==> config.mk <==
export PLATFORM = sky130hd
export DESIGN_NAME = fbsw_slave
export DESIGN_NICKNAME = d
export VERILOG_FILES = /design/src/design/fbsw_pkg.sv /design/src/design/fbsw_slave.sv /design/src/design/fbsw_counter.sv
export SDC_FILE = /design/constraint.sdc
export NUM_CORES = 1
export LEC_CHECK = 0
export ABC_AREA = 1
export BUFFER_PORTS_ARGS = -buffer_cell sky130_fd_sc_hd__buf_4
export CORE_MARGIN = 2
export CORE_UTILIZATION = 30
export CTS_CLUSTER_DIAMETER = 30
export DETAILED_ROUTE_END_ITERATION = 12
export PLACE_DENSITY_LB_ADDON = 0.08
export SLEW_MARGIN = 20
export SYNTH_ARGS = -nofsm -noshare
export SYNTH_HDL_FRONTEND = slang
export SYNTH_SLANG_ARGS = --single-unit
==> constraint.sdc <==
create_clock -name clock -period 1.6 [get_ports clock]
set_input_delay 0.08 -clock clock [delete_from_list [all_inputs] [get_ports clock]]
set_output_delay 0.08 -clock clock [all_outputs]
set_load 0.02 [all_outputs]
==> src/design/fbsw_pkg.sv <==
// package: constants and types for the fieldbus slave parameter/watchdog block
package fbsw_pkg;
	// ------------------------------------------------------------
	// clock and timebases
	// ------------------------------------------------------------
	localparam int CLOCK_PERIOD_PS = 4000;
	localparam int FINE_TICK_US = 1000;
	localparam int COARSE_TICK_US = 10000;
	// scaled as ns over ns so the coarse product stays inside a 32-bit int
	localparam int FINE_TICK_CYCLES = (FINE_TICK_US * 1000) / (CLOCK_PERIOD_PS / 1000);
	localparam int COARSE_TICK_CYCLES = (COARSE_TICK_US * 1000) / (CLOCK_PERIOD_PS / 1000);
	localparam int TICK_W = 22;

	// ------------------------------------------------------------
	// response delay in bit times
	// ------------------------------------------------------------
	localparam int DELAY_W = 10;
	localparam logic [DELAY_W-1:0] DELAY_MIN = 10'h00B;
	localparam logic [DELAY_W-1:0] DELAY_MAX = 10'h3FF;
	localparam logic [DELAY_W-1:0] DELAY_DEFAULT = 10'h00B;

	// ------------------------------------------------------------
	// other field widths and reset values
	// ------------------------------------------------------------
	localparam int ADDR_W = 7;
	localparam int MASTER_W = 7;
	localparam int WDOG_W = 16;
	localparam int GROUP_W = 8;
	localparam int DATA_W = 32;
	localparam logic [GROUP_W-1:0] GROUP_NONE = 8'h00;
	localparam logic [DATA_W-1:0] DATA_ZERO = 32'h00000000;
	localparam logic [WDOG_W-1:0] WDOG_ONE = 16'h0001;

	// ------------------------------------------------------------
	// lock setting
	// ------------------------------------------------------------
	localparam logic [1:0] LOCK_UNLOCKED = 2'h0;
	localparam logic [1:0] LOCK_LOCKED = 2'h1;
	localparam logic [1:0] LOCK_OVERWRITE = 2'h2;

	// ------------------------------------------------------------
	// slave states
	// ------------------------------------------------------------
	typedef enum logic [2:0] {
		FBSW_UNCONFIG = 3'h1,
		FBSW_CONFIG = 3'h2,
		FBSW_EXCHANGE = 3'h4
	} fbsw_state_t;

	typedef enum logic [1:0] {
		FBSW_R_IDLE = 2'h1,
		FBSW_R_WAIT = 2'h2
	} fbsw_resp_t;
endpackage

==> src/design/fbsw_slave.sv <==
// fieldbus slave parameter lock, response delay, watchdog, groups, freeze and sync
//
// Contract
// - locked mode refuses parameters from other masters; unlocked holds no lock.
// - overwrite mode accepts a new response delay from others, and nothing else.
// - reply waits at least the response delay, 11 to 1023 bit times.
// - enabled watchdog returns slave to unconfigured when exchange period exceeds it.
// - slave holds any combination of groups 1 to 8.
// - freeze and sync act only when slave belongs to an addressed group.
// - freeze mode latches inputs on freeze command; off by default.
// - sync mode holds outputs, applies them on sync command; off by default.
// - watchdog timebase 10 ms, or 1 ms with fine timebase select.
`timescale 1ns/1ps
module fbsw_slave (
	// clock and reset
	input wire logic clock,
	input wire logic rst_n,
	// station configuration
	input wire logic [fbsw_pkg::ADDR_W-1:0] station_address,
	// request frame from the link
	input wire logic req_valid,
	input wire logic [fbsw_pkg::ADDR_W-1:0] req_dest,
	input wire logic [fbsw_pkg::MASTER_W-1:0] req_master,
	input wire logic bit_tick,
	// parameter telegram fields, taken with req_param
	input wire logic req_param,
	input wire logic [1:0] prm_lock_mode,
	input wire logic [fbsw_pkg::DELAY_W-1:0] prm_min_response_delay,
	input wire logic prm_wdog_enable,
	input wire logic [fbsw_pkg::WDOG_W-1:0] prm_wdog_value,
	input wire logic prm_fine_timebase_select,
	input wire logic [fbsw_pkg::GROUP_W-1:0] prm_groups,
	input wire logic prm_freeze_enable,
	input wire logic prm_sync_enable,
	// data exchange request
	input wire logic req_exchange,
	input wire logic [fbsw_pkg::DATA_W-1:0] req_out_data,
	// global control command
	input wire logic req_control,
	input wire logic [fbsw_pkg::GROUP_W-1:0] ctl_groups,
	input wire logic ctl_freeze,
	input wire logic ctl_unfreeze,
	input wire logic ctl_sync,
	input wire logic ctl_unsync,
	// process side
	input wire logic [fbsw_pkg::DATA_W-1:0] process_inputs,
	output logic [fbsw_pkg::DATA_W-1:0] process_outputs,
	output logic [fbsw_pkg::DATA_W-1:0] reply_inputs,
	// status
	output logic reply_go,
	output logic param_refused,
	output logic configured,
	output logic exchanging,
	output logic wdog_expired,
	output logic locked,
	output logic [fbsw_pkg::MASTER_W-1:0] lock_owner,
	output logic [fbsw_pkg::DELAY_W-1:0] min_response_delay,
	output logic [fbsw_pkg::GROUP_W-1:0] group_set,
	output logic freeze_active,
	output logic sync_active
);
	// ------------------------------------------------------------
	// request qualification
	// ------------------------------------------------------------
	logic own_req;
	logic in_group;
	logic param_ok;
	logic full_param;
	logic [fbsw_pkg::DELAY_W-1:0] delay_clamped;
	fbsw_pkg::fbsw_state_t state, next_state;

	assign own_req = req_valid && (req_dest == station_address);
	assign in_group = |(ctl_groups & group_set);
	// a foreign master may only change the response delay, and only in overwrite mode
	assign full_param = !locked || (req_master == lock_owner);
	assign param_ok = full_param || (prm_lock_mode == fbsw_pkg::LOCK_OVERWRITE);
	assign delay_clamped = (prm_min_response_delay < fbsw_pkg::DELAY_MIN) ?
		fbsw_pkg::DELAY_MIN : prm_min_response_delay;

	// ------------------------------------------------------------
	// watchdog timebase and counter
	// ------------------------------------------------------------
	logic wdog_enable;
	logic fine_timebase_select;
	logic [fbsw_pkg::WDOG_W-1:0] wdog_value;
	logic [fbsw_pkg::TICK_W-1:0] tick_count, next_tick_count;
	logic base_tick;
	logic wdog_load;
	logic wdog_zero;
	logic wdog_trip;

	// base_tick only comes from a registered counter so the watchdog steps cleanly
	always_comb begin
		next_tick_count = tick_count + {{(fbsw_pkg::TICK_W-1){1'b0}}, 1'b1};
		if (base_tick || own_req) begin
			next_tick_count = '0;
		end
	end

	always_comb begin
		if (fine_timebase_select) begin
			base_tick = (tick_count == fbsw_pkg::TICK_W'(fbsw_pkg::FINE_TICK_CYCLES - 1));
		end else begin
			base_tick = (tick_count == fbsw_pkg::TICK_W'(fbsw_pkg::COARSE_TICK_CYCLES - 1));
		end
	end

	always_ff @(posedge clock or negedge rst_n) begin
		if (!rst_n) begin
			tick_count <= '0;
		end else begin
			tick_count <= next_tick_count;
		end
	end

	assign wdog_load = own_req;

	fbsw_counter #(
		.WIDTH(fbsw_pkg::WDOG_W)
	) u_wdog (
		.clock(clock),
		.rst_n(rst_n),
		.load(wdog_load),
		// an accepted full parameter frame arms the timer with the value it carries, not the old one
		.load_value(next_wdog_value),
		.step(base_tick),
		.count(),
		.zero(wdog_zero)
	);

	// timer reaching zero while armed means no own request for the watchdog time
	assign wdog_trip = wdog_enable && wdog_zero && !own_req &&
		(state != fbsw_pkg::FBSW_UNCONFIG);

	// ------------------------------------------------------------
	// response delay in bit times
	// ------------------------------------------------------------
	fbsw_pkg::fbsw_resp_t resp, next_resp;
	logic resp_load;
	logic resp_zero;
	logic next_reply_go;

	assign resp_load = own_req && resp == fbsw_pkg::FBSW_R_IDLE;

	fbsw_counter #(
		.WIDTH(fbsw_pkg::DELAY_W)
	) u_resp (
		.clock(clock),
		.rst_n(rst_n),
		.load(resp_load),
		.load_value(min_response_delay),
		.step(bit_tick),
		.count(),
		.zero(resp_zero)
	);

	always_comb begin
		next_resp = resp;
		next_reply_go = 1'b0;
		unique case (resp)
			fbsw_pkg::FBSW_R_IDLE: begin
				if (resp_load) begin
					next_resp = fbsw_pkg::FBSW_R_WAIT;
				end
			end
			fbsw_pkg::FBSW_R_WAIT: begin
				if (resp_zero) begin
					next_resp = fbsw_pkg::FBSW_R_IDLE;
					next_reply_go = 1'b1;
				end
			end
		endcase
	end

	always_ff @(posedge clock or negedge rst_n) begin
		if (!rst_n) begin
			resp <= fbsw_pkg::FBSW_R_IDLE;
			reply_go <= 1'b0;
		end else begin
			resp <= next_resp;
			reply_go <= next_reply_go;
		end
	end

	// ------------------------------------------------------------
	// parameters, lock and slave state
	// ------------------------------------------------------------
	logic next_wdog_enable, next_fine, next_locked, next_refused;
	logic next_freeze_enable, next_sync_enable, freeze_enable, sync_enable;
	logic [fbsw_pkg::WDOG_W-1:0] next_wdog_value;
	logic [fbsw_pkg::MASTER_W-1:0] next_lock_owner;
	logic [fbsw_pkg::DELAY_W-1:0] next_delay;
	logic [fbsw_pkg::GROUP_W-1:0] next_group_set;

	always_comb begin
		next_state = state;
		next_wdog_enable = wdog_enable;
		next_fine = fine_timebase_select;
		next_wdog_value = wdog_value;
		next_locked = locked;
		next_lock_owner = lock_owner;
		next_delay = min_response_delay;
		next_group_set = group_set;
		next_freeze_enable = freeze_enable;
		next_sync_enable = sync_enable;
		next_refused = 1'b0;
		if (wdog_trip) begin
			// back to power-up values except wdog_value; lock released so any master may rebuild
			next_state = fbsw_pkg::FBSW_UNCONFIG;
			next_wdog_enable = 1'b0;
			next_fine = 1'b0;
			next_locked = 1'b0;
			next_lock_owner = '0;
			next_delay = fbsw_pkg::DELAY_DEFAULT;
			next_group_set = fbsw_pkg::GROUP_NONE;
			next_freeze_enable = 1'b0;
			next_sync_enable = 1'b0;
		end else if (own_req && req_param) begin
			if (!param_ok) begin
				next_refused = 1'b1;
			end else begin
				next_delay = delay_clamped;
				if (full_param) begin
					next_locked = (prm_lock_mode == fbsw_pkg::LOCK_LOCKED);
					next_lock_owner = req_master;
					next_wdog_enable = prm_wdog_enable;
					next_fine = prm_fine_timebase_select;
					next_wdog_value = (prm_wdog_value == '0) ? fbsw_pkg::WDOG_ONE :
						prm_wdog_value;
					next_group_set = prm_groups;
					next_freeze_enable = prm_freeze_enable;
					next_sync_enable = prm_sync_enable;
					next_state = fbsw_pkg::FBSW_CONFIG;
				end
			end
		end else if (own_req && req_exchange && state != fbsw_pkg::FBSW_UNCONFIG) begin
			next_state = fbsw_pkg::FBSW_EXCHANGE;
		end
	end

	always_ff @(posedge clock or negedge rst_n) begin
		if (!rst_n) begin
			state <= fbsw_pkg::FBSW_UNCONFIG;
			wdog_enable <= 1'b0;
			fine_timebase_select <= 1'b0;
			wdog_value <= fbsw_pkg::WDOG_ONE;
			locked <= 1'b0;
			lock_owner <= '0;
			min_response_delay <= fbsw_pkg::DELAY_DEFAULT;
			group_set <= fbsw_pkg::GROUP_NONE;
			freeze_enable <= 1'b0;
			sync_enable <= 1'b0;
			param_refused <= 1'b0;
		end else begin
			state <= next_state;
			wdog_enable <= next_wdog_enable;
			fine_timebase_select <= next_fine;
			wdog_value <= next_wdog_value;
			locked <= next_locked;
			lock_owner <= next_lock_owner;
			min_response_delay <= next_delay;
			group_set <= next_group_set;
			freeze_enable <= next_freeze_enable;
			sync_enable <= next_sync_enable;
			param_refused <= next_refused;
		end
	end

	// ------------------------------------------------------------
	// freeze, sync and data paths
	// ------------------------------------------------------------
	logic next_freeze_active, next_sync_active;
	logic [fbsw_pkg::DATA_W-1:0] next_reply_inputs, next_outputs, held_out, next_held_out;
	logic ctl_hit;

	// control commands are broadcast, so the address check is skipped here
	assign ctl_hit = req_valid && req_control && in_group &&
		(state == fbsw_pkg::FBSW_EXCHANGE);

	always_comb begin
		next_freeze_active = freeze_active;
		next_sync_active = sync_active;
		next_reply_inputs = freeze_active ? reply_inputs : process_inputs;
		next_held_out = held_out;
		next_outputs = process_outputs;
		if (ctl_hit && freeze_enable) begin
			if (ctl_freeze) begin
				next_freeze_active = 1'b1;
				next_reply_inputs = process_inputs;
			end else if (ctl_unfreeze) begin
				next_freeze_active = 1'b0;
			end
		end
		if (own_req && req_exchange && state != fbsw_pkg::FBSW_UNCONFIG) begin
			next_held_out = req_out_data;
			if (!sync_active) begin
				next_outputs = req_out_data;
			end
		end
		if (ctl_hit && sync_enable) begin
			if (ctl_sync) begin
				next_sync_active = 1'b1;
				next_outputs = held_out;
			end else if (ctl_unsync) begin
				next_sync_active = 1'b0;
				next_outputs = held_out;
			end
		end
		if (wdog_trip) begin
			next_freeze_active = 1'b0;
			next_sync_active = 1'b0;
			next_outputs = fbsw_pkg::DATA_ZERO;
			next_held_out = fbsw_pkg::DATA_ZERO;
		end
	end

	always_ff @(posedge clock or negedge rst_n) begin
		if (!rst_n) begin
			freeze_active <= 1'b0;
			sync_active <= 1'b0;
			reply_inputs <= fbsw_pkg::DATA_ZERO;
			held_out <= fbsw_pkg::DATA_ZERO;
			process_outputs <= fbsw_pkg::DATA_ZERO;
			configured <= 1'b0;
			exchanging <= 1'b0;
			wdog_expired <= 1'b0;
		end else begin
			freeze_active <= next_freeze_active;
			sync_active <= next_sync_active;
			reply_inputs <= next_reply_inputs;
			held_out <= next_held_out;
			process_outputs <= next_outputs;
			configured <= (next_state != fbsw_pkg::FBSW_UNCONFIG);
			exchanging <= (next_state == fbsw_pkg::FBSW_EXCHANGE);
			wdog_expired <= wdog_trip;
		end
	end
endmodule

==> src/design/fbsw_counter.sv <==
// load-and-count-down timer used for bit-time and watchdog counting
`timescale 1ns/1ps
module fbsw_counter #(
	parameter int WIDTH = 16
) (
	// clock and reset
	input wire logic clock,
	input wire logic rst_n,
	// control
	input wire logic load,
	input wire logic [WIDTH-1:0] load_value,
	input wire logic step,
	// status
	output logic [WIDTH-1:0] count,
	output logic zero
);
	logic [WIDTH-1:0] next_count;

	always_comb begin
		next_count = count;
		if (load) begin
			next_count = load_value;
		end else if (step && count != '0) begin
			next_count = count - {{(WIDTH-1){1'b0}}, 1'b1};
		end
	end

	always_ff @(posedge clock or negedge rst_n) begin
		if (!rst_n) begin
			count <= '0;
		end else begin
			count <= next_count;
		end
	end

	assign zero = (count == '0);
endmodule

Yosys cells after proc, flatten, opt, wreduce, memory -nomap -nowiden
Index checks and enable logic that the tools add are counted.
Widths: inputs -> output; s select.
{"block": "word_totals", "out_inout_bits": 97, "regBits": 202, "in_bits": 144}
{"block": "op_classes", "muxes": 75, "n_reduce_logical": 41, "n_lt_le_gt_ge": 1, "bitwise_logic": 1, "eq_ne": 14, "n_addsub": 3}
{"operator": "$mux 32", "n": 11}
{"operator": "$mux 16", "n": 7}
{"operator": "$mux 10", "n": 6}
{"operator": "$mux 1", "n": 34}
{"operator": "$logic_not 16->1", "n": 2}
{"operator": "$mux 8", "n": 4}
{"operator": "$mux 7", "n": 4}
{"operator": "$add 22x1->22 const B", "n": 1}
{"operator": "$eq 22x18->1 const B", "n": 1}
{"operator": "$eq 22x22->1 const B", "n": 1}
{"operator": "$mux 22", "n": 1}
{"operator": "$reduce_bool 16->1", "n": 1}
{"operator": "$reduce_bool 2->1", "n": 8}
{"operator": "$sub 16x1->16 const B", "n": 1}
{"operator": "$logic_and 1x1->1", "n": 15}
{"operator": "$mux 3", "n": 5}
{"operator": "$eq 7x7->1", "n": 2}
{"operator": "$logic_not 10->1", "n": 1}
{"operator": "$lt 10x4->1 const B", "n": 1}
{"operator": "$reduce_bool 10->1", "n": 1}
{"operator": "$sub 10x1->10 const B", "n": 1}
{"operator": "$and 8x8->8", "n": 1}
{"operator": "$reduce_and 2->1", "n": 4}
{"operator": "$reduce_or 8->1", "n": 1}
{"operator": "other kinds (11)", "n": 21}

Logic depth before layout (Yosys ltp)
Gate-level depths: netlist of run 1.
{"block": "logic_depth", "word_depth": 9, "mapped_depth": 14}

Cells and area by module
From an unflattened synthesis of run 1, not the netlist that was laid out.
{"block": "unflattened", "hier_cells": 1445, "hier_area_um2": 10906.7}
{"mod": "fbsw_slave", "cells_per_inst": 1144, "instances": 1, "area_per_inst_um2": 8893.5}
{"mod": "fbsw_counter (u_wdog)", "cells_per_inst": 183, "instances": 1, "area_per_inst_um2": 1255.0}
{"mod": "fbsw_counter (u_resp)", "cells_per_inst": 118, "instances": 1, "area_per_inst_um2": 758.2}

Worst setup path before layout of run 1
Ideal clock, no wire load.
{"block": "synth_timing", "path_kind": "flip-flop to flip-flop", "from": "reg u_wdog.count[0]", "to": "reg held_out[10] in the netlist's numbering", "t_arrival_ns": 1.568, "period_less_slack_ns": 1.700, "path_stages_with_launch": 11, "required_ns": 1.467, "setup_slack_ns": -0.100, "path_cell_list": "dfrtp_1 inv_1 ha_1 nand2_1 nor2_2 nand3b_1 nor2_1 nand3_2 nand2_2 buf_4 o22ai_1"}
{"block": "synth_between", "elab_chain_cells": 5, "elab_cells_between_ends": 6, "cone_classes": "mux (1); reduce/logical (5)"}
{"item": "start: declaration", "line": "fbsw_counter.sv:14", "text": "output logic [WIDTH-1:0] count,"}
{"item": "start signal: assignment", "line": "fbsw_counter.sv:32", "text": "count <= next_count;"}
{"item": "$logic_not 16->1 *", "line": "fbsw_counter.sv:36", "text": "assign zero = (count == '0);"}
{"item": "$logic_and 1x1->1 * (3 in series)", "line": "fbsw_slave.sv:132", "text": "assign wdog_trip = wdog_enable && wdog_zero && !own_req &&"}
{"item": "$mux 32 / $reduce_bool 2->1 (equally long branches)"}
{"item": "end signal: assignment", "line": "fbsw_slave.sv:322", "text": "held_out <= fbsw_pkg::DATA_ZERO;"}
{"item": "end signal: assignment", "line": "fbsw_slave.sv:331", "text": "held_out <= next_held_out;"}
{"item": "end: declaration", "line": "fbsw_slave.sv:273", "text": "logic [fbsw_pkg::DATA_W-1:0] next_reply_inputs, next_outputs, held_out, next_held_out;"}
Every way passes the cells marked *; elsewhere a longest branch is shown, timed or not.
A chain may end at the register's enable or synchronous reset.

Worst setup path in the final report of run 1
{"block": "layout_timing", "from": "reg u_wdog.count[0]", "to": "reg held_out[27] in the netlist's numbering"}
The elaborated chain is that of the path after synthesis.

==> results of run 1 <==
## logic make-up after synthesis
logic type / Yosys count
compound gates: 185
xor+xnor: 29
fa+ha+maj: 3
buf+inv: 236
flops: 202
simple gates: 628
## per-layer routing
metal  GRT usage [%]  vias up  share of wire, %
li1                -     5271                 -
met1            25.7     5155                42
met2            34.5      245                51
met3            4.02       62               4.9
met4            6.11        0               2.1
met5               0        -                 0
## state kept, by name, indices dropped and copies added (netlist names), 2 cells and up
| register | flops |
|---|---|
| wdog_value | 16 |
| reply_inputs | 32 |
| state | 3 |
| resp | 2 |
| u_resp.count | 10 |
| tick_count | 22 |
| u_wdog.count | 16 |
| held_out | 32 |
| lock_owner | 7 |
| min_response_delay | 10 |
| process_outputs | 32 |
| group_set | 8 |
## report_power, final
group | switching [mW] | leakage (nW) | internal [mW]
combinational | 2.28 | 6.16 | 2.24
clock | 3.26 | 0.880 | 7.07
sequential | 0.481 | 2.43 | 5.89
total | 6.02 | 9.47 | 15.2
## stage by stage
stage | utilization (%) | area, µm² | hold WS (ns) | worst slack, ns
6_report | 56.9 | 18900 | 0.0366 | -0.176
3_3_place_gp | 40.4 | 13500 | 0.0650 | -0.172
3_5_place_dp | 40.4 | 13500 | 0.0672 | -0.181
5_1_grt | 56.9 | 18900 | 0.0904 | -0.252
2_1_floorplan | - | 10100 | -0.216 | -0.00521
4_1_cts | 53.1 | 17700 | 0.0526 | -0.161
## what timing repair did
| action | CTS | global route |
|---|---|---|
| buffers inserted | 29 | 20 |
| cloned | 14 | 8 |
| resized for setup | 222 | 236 |
| hold buffers | 118 | 0 |
| endpoints found under the hold margin | 354 | 0 |
| pin swaps | 61 | 60 |
| endpoints found under the setup margin | 182 | 199 |
## worst min path at each step
stage,from,end,slack (ns),cells after the start
floorplan,rst_n,configured,-0.22,0
global placement,rst_n,tick_count[2],0.06,1
detailed placement,rst_n,tick_count[2],0.07,1
CTS,rst_n,tick_count[4],0.05,2
global route,rst_n,tick_count[4],0.09,2
finish,rst_n,tick_count[4],0.04,2
## worst max-delay path: stages, from the launching register on
cell       delay [ns]
dfrtp_1          0.39
inv_2            0.08
ha_4             0.17
nand2_4          0.06
nor2_4           0.11
nand3b_1         0.12
nor2_1           0.13
nand3_2          0.14
nand2_4          0.18
clkbuf_16        0.21
o22ai_2          0.06
## final cells by class
type	count	area, µm²
Antenna cell	2	5.00
Clock buffer	81	1570
Clock inverter	22	206
Fill cell	3041	14300
Inverter	190	731
Multi-Input combinational cell	845	5410
Sequential cell	202	5070
Tap cell	448	561
Timing Repair Buffer	575	5380
## placed cells by master (no fill, tap or decap), drive strengths merged, types with 3 or more instances in the layout
cell and n:
clkinv 17, clkbuf 88, nand4 17, a21oi 52, dlygate4sd3 118, xor2 16, nor3b 5, dfstp 6
o22ai 34, nor3 18, nand3 81, or2 3, inv 191, ha 3, o211ai 7, and2 3
xnor2 13, nor2 115, nand3b 4, dfrtp 196, o21ai 87, nand2 381, buf 450
==> results_dict.tcl, run 1 <==
set metrics [dict create \
    async_reset_ff_share_pct 100 \
    grt_pass1_wl_um 57100 \
    synth_most_common_cell "nand2_1" \
    max_slew_margin_pct 69.6 \
    crit_start "u_wdog.count[0]" \
    postLayoutSetupSlackWorst_ns -0.176 \
    violations "negative setup slack" \
    io_buffers 240 \
    synthAdderAreaFrac_pct 0.373 \
    seq_area_frac_synth_pct 50.3 \
    worst_pin_slew_ns 0.454 \
    via_per_inst 4.54 \
    synth-simple-area-share_pct 26.8 \
    final-setup-viol-count 162 \
    nets 2016 \
    synth_cells 1283 \
    post_drt_wl_per_cell_um 15.7 \
    power_density_mw_per_mm2 1120 \
    synth_area_leader_cell "dfrtp_1" \
    core_mm2 0.0333 \
    hp-class "in2async" \
    grt_remaining_overflow 0 \
    leakagePower_nw 9.47 \
    worstSetupEndpointType "flop" \
    numCtsBuffers 55 \
    track_usage_pct 20.2 \
    criticalPathCategory "reg2reg" \
    synth_edf_count 0 \
    ys_types 41 \
    status "complete, but fails checks" \
    yosysWarnings 0 \
    synth_compound_area_share_pct 10.1 \
    netlist_area_mm2 0.0101 \
    grt_pass1_vias 11000 \
    area_growth_pct 88.3 \
    cp_max_fo 7 \
    first_pass_iters 7 \
    avgSynthCellArea_um2 7.84 \
    cp.arrival_ns 2.22 \
    vias 10700 \
    dieArea_mm2 0.0350 \
    finalCriticalPeriod_ns 1.78 \
    worstPathRequired_ns 2.04 \
    drv_cap 0 \
    syn_nets 1430 \
    yosysTopAreaCellShare_pct 48.8 \
    r2r_slack_ns -0.18 \
    final.setup_skew_ns 0.0360 \
    synthTopCellsByArea "dfrtp_1, nand2_1, inv_1" \
    drcViolationCount 0 \
    setup.worst_path.end "held_out[27]" \
    initial_core_util_pct 30.2 \
    clk_path_buf_depth 3 \
    dpl.cell_count 2074 \
    synthTopCellsByCount "nand2_1, dfrtp_1, inv_1, nor2_1, nand3_1" \
    ant_nets 0 \
    dieWidth_um 187 \
    fin_tns_setup_ns -16.83 \
    cts_tree "built" \
    drt_iter0_markers 486 \
    synth_mux_area_share_pct 0 \
    period_share_pct 111 \
    grt_max_degree 42 \
    clkLatencyLatePin_ns 0.57 \
    dp_hpwl_um 23100 \
    clk_pin_slew_ns 0.05 \
    ios 241 \
    gp_congestion 0.851 \
    final_cells 2365 \
    total_power_mw 21.2 \
    antenna_found_initial 2 \
    routed_wl_um 37100 \
    synthXorXnorAreaFrac_pct 2.53 \
    fmax_mhz 563 \
    hold_violations 0 \
    ys_ff_latch 202 \
    drv_slew 0 \
    synth_top_family_by_area "simple AND/OR/NAND/NOR gates" \
    timing.rr.end "held_out[27]" \
    vdd_drop_max_v 0.000818 \
    crit_path_start_kind "flop" \
    r2r_start "u_wdog.count[0]" \
    grt_setup_unrepaired "yes" \
    cts.sinks 202 \
    r2r_cells 10 \
    dieHeight_um 187 \
    layout-drive-gt1-share_pct 45.0 \
    cts_root_buffer "clkbuf_16" \
    synthFlopType "dfrtp_1" \
    htree_levels 2 \
    row_count 67 \
]
Note: power is estimated with default switching activity, not from simulation.
==> run 2: changes to the inputs <==
--- a/config.mk
+++ b/config.mk
@@ -8,4 +8,5 @@
 export ABC_AREA = 1
 export BUFFER_PORTS_ARGS = -buffer_cell sky130_fd_sc_hd__buf_4
+export CORE_ASPECT_RATIO = 1.75
 export CORE_MARGIN = 2
 export CORE_UTILIZATION = 30
==> constraint.sdc (replaced) <==
create_clock -name clock -period 1.6 [get_ports clock]
set_input_delay 0.08 -clock clock [delete_from_list [all_inputs] [get_ports clock]]
set_output_delay 0.08 -clock clock [all_outputs]
set_load 0.1 [all_outputs]
==> results_dict.tcl, run 2 (same netlist as run 1, synthesis figures left out) <==
set metrics [dict create \
    dieArea_mm2 0.0351 \
    power_density_mw_per_mm2 1200 \
    nets 1993 \
    io_buffers 240 \
    wl_met1_um 13800 \
    leakagePower_nw 9.25 \
    criticalPathCategory "reg2reg" \
    final.setup_skew_ns 0.0151 \
    fin_tns_setup_ns -15.65 \
    layout-drive-gt1-share_pct 42.5 \
    cp_max_fo 7 \
    via_per_inst 4.64 \
    dpl_cell_area_mm2 0.0137 \
    total_power_mw 22.1 \
    grt_max_degree 52 \
    drcViolationCount 0 \
    hp-class "in2async" \
    track_usage_pct 19.8 \
    finalCriticalPeriod_ns 1.76 \
    initial_core_util_pct 30.4 \
    crit_path_start_kind "flop" \
    hold_violations 0 \
    cp.arrival_ns 2.17 \
    dpl.cell_count 2039 \
    worstSetupEndpointType "flop" \
    max_slew_margin_pct 67.8 \
    postLayoutSetupSlackWorst_ns -0.161 \
    wl_met3_um 1400 \
    grt_pass1_vias 10600 \
    numCtsBuffers 43 \
    clk_path_buf_depth 3 \
    final-setup-viol-count 175 \
    ios 241 \
    row_count 88 \
    violations "negative setup slack" \
    antennaDiodeCount 0 \
    fmax_mhz 568 \
    reg_top3 "held_out x32, process_outputs x32, reply_inputs x32" \
    final_cells 2284 \
    htree_levels 2 \
    vdd_drop_max_v 0.000683 \
    finish.utilization_pct 55.8 \
    clkLatencyLatePin_ns 0.53 \
    drv_slew 0 \
    first_pass_iters 5 \
    worst_pin_slew_ns 0.482 \
    fillCellCount 3013 \
    mostFrequentLayoutCell "buf_4" \
    antenna_found_initial 0 \
    drt_iter0_markers 314 \
    clk_pin_slew_ns 0.04 \
    wl_met2_um 20700 \
    gp_congestion 0.850 \
    drv_cap 0 \
    fin_area_mm2 0.0184 \
    worstPathRequired_ns 2.00 \
    dieWidth_um 142 \
    core_mm2 0.0330 \
    cts_tree "built" \
    mostFrequentLayoutCells "buf_4, nand2_1, dfrtp_1" \
    dp_hpwl_um 24200 \
    period_share_pct 110 \
    dieHeight_um 246 \
    status "complete, but fails checks" \
    grt_pass1_wl_um 54400 \
    grt_setup_unrepaired "yes" \
    cts.sinks 202 \
    area_growth_pct 83.1 \
    top_layer_used "met4" \
    routed_wl_um 37000 \
    cts_root_buffer "clkbuf_16" \
    post_drt_wl_per_cell_um 16.2 \
    vias 10600 \
    grt_remaining_overflow 0 \
    ant_nets 0 \
]
## run 2: changes by cell type in the layout (fill, tap and decap cells not counted), sizes merged, moves of 3 or more
| cell | delta |
|---|---|
| clkbuf | -22 |
| bufinv | +4 |
| buf | -17 |
| clkinvlp | +7 |
| nand2 | +3 |
| clkinv | -10 |
## run 2: cell type report
type                       count  area (µm²)  share of cell area [%]
sequential                   202        5120                    27.8
clock buffer                  55        1210                    6.59
timing repair buffer         561        5210                    28.3
clock inverter                23         303                    1.64
tap                          405         507                    2.75
multi-input combinational    848        5340                    29.0
inverter                     190         719                    3.91
## run 2: worst max-delay path, stage by stage (launching register included)
cell and delay, ns:
dfrtp_4 0.50, xor2_4 0.19, nor2_2 0.14, nand2_4 0.09
nand2_8 0.16, buf_4 0.13, inv_1 0.05, o21ai_4 0.13
buf_8 0.17, o22ai_2 0.07
## run 2: power by group
part	leakage (nW)	internal, mW	switching (mW)	total [mW]
registers	2.40	5.91	0.482	6.39
clock network	0.715	6.31	2.92	9.24
logic	6.13	2.23	4.27	6.50
total	9.25	14.5	7.67	22.1
## run 2: worst paths after layout
path	startpoint	end	slack, ns	depth (start not counted)
worst max-delay path	lock_owner[6]	lock_owner[1]	-0.16	9
worst min-delay path	rst_n	lock_owner[0]	0.06	2
worst max register to register	lock_owner[6]	lock_owner[1]	-0.16	9
worst min register to register	wdog_value[3]	wdog_value[3]	0.46	2
max in group asynchronous	rst_n	process_outputs[8]	0.87	3
min in group clock	req_param	state[1]	0.10	5
## run 2: what timing repair did
item,in CTS,in global routing
pin swaps,23,57
gates resized for setup,71,273
hold endpoints to repair,356,0
cloned,4,17
hold buffers,117,0
setup buffers,15,18
setup endpoints to repair,174,203
## run 2: metal layers
metal	up-vias	global-route usage, %
met1	5052	22.2
met5	-	0
met2	263	37.6
met3	66	2.88
met4	0	6.76
li1	5210	-
## run 2: metrics by stage
step	hold slack, ns	setup WS (ns)
final	0.0631	-0.161
after global routing	0.0851	-0.258
after CTS	0.0683	-0.190
after detailed placement	0.0696	-0.326
after global placement	0.0693	-0.341
after floorplan	-0.216	-0.103
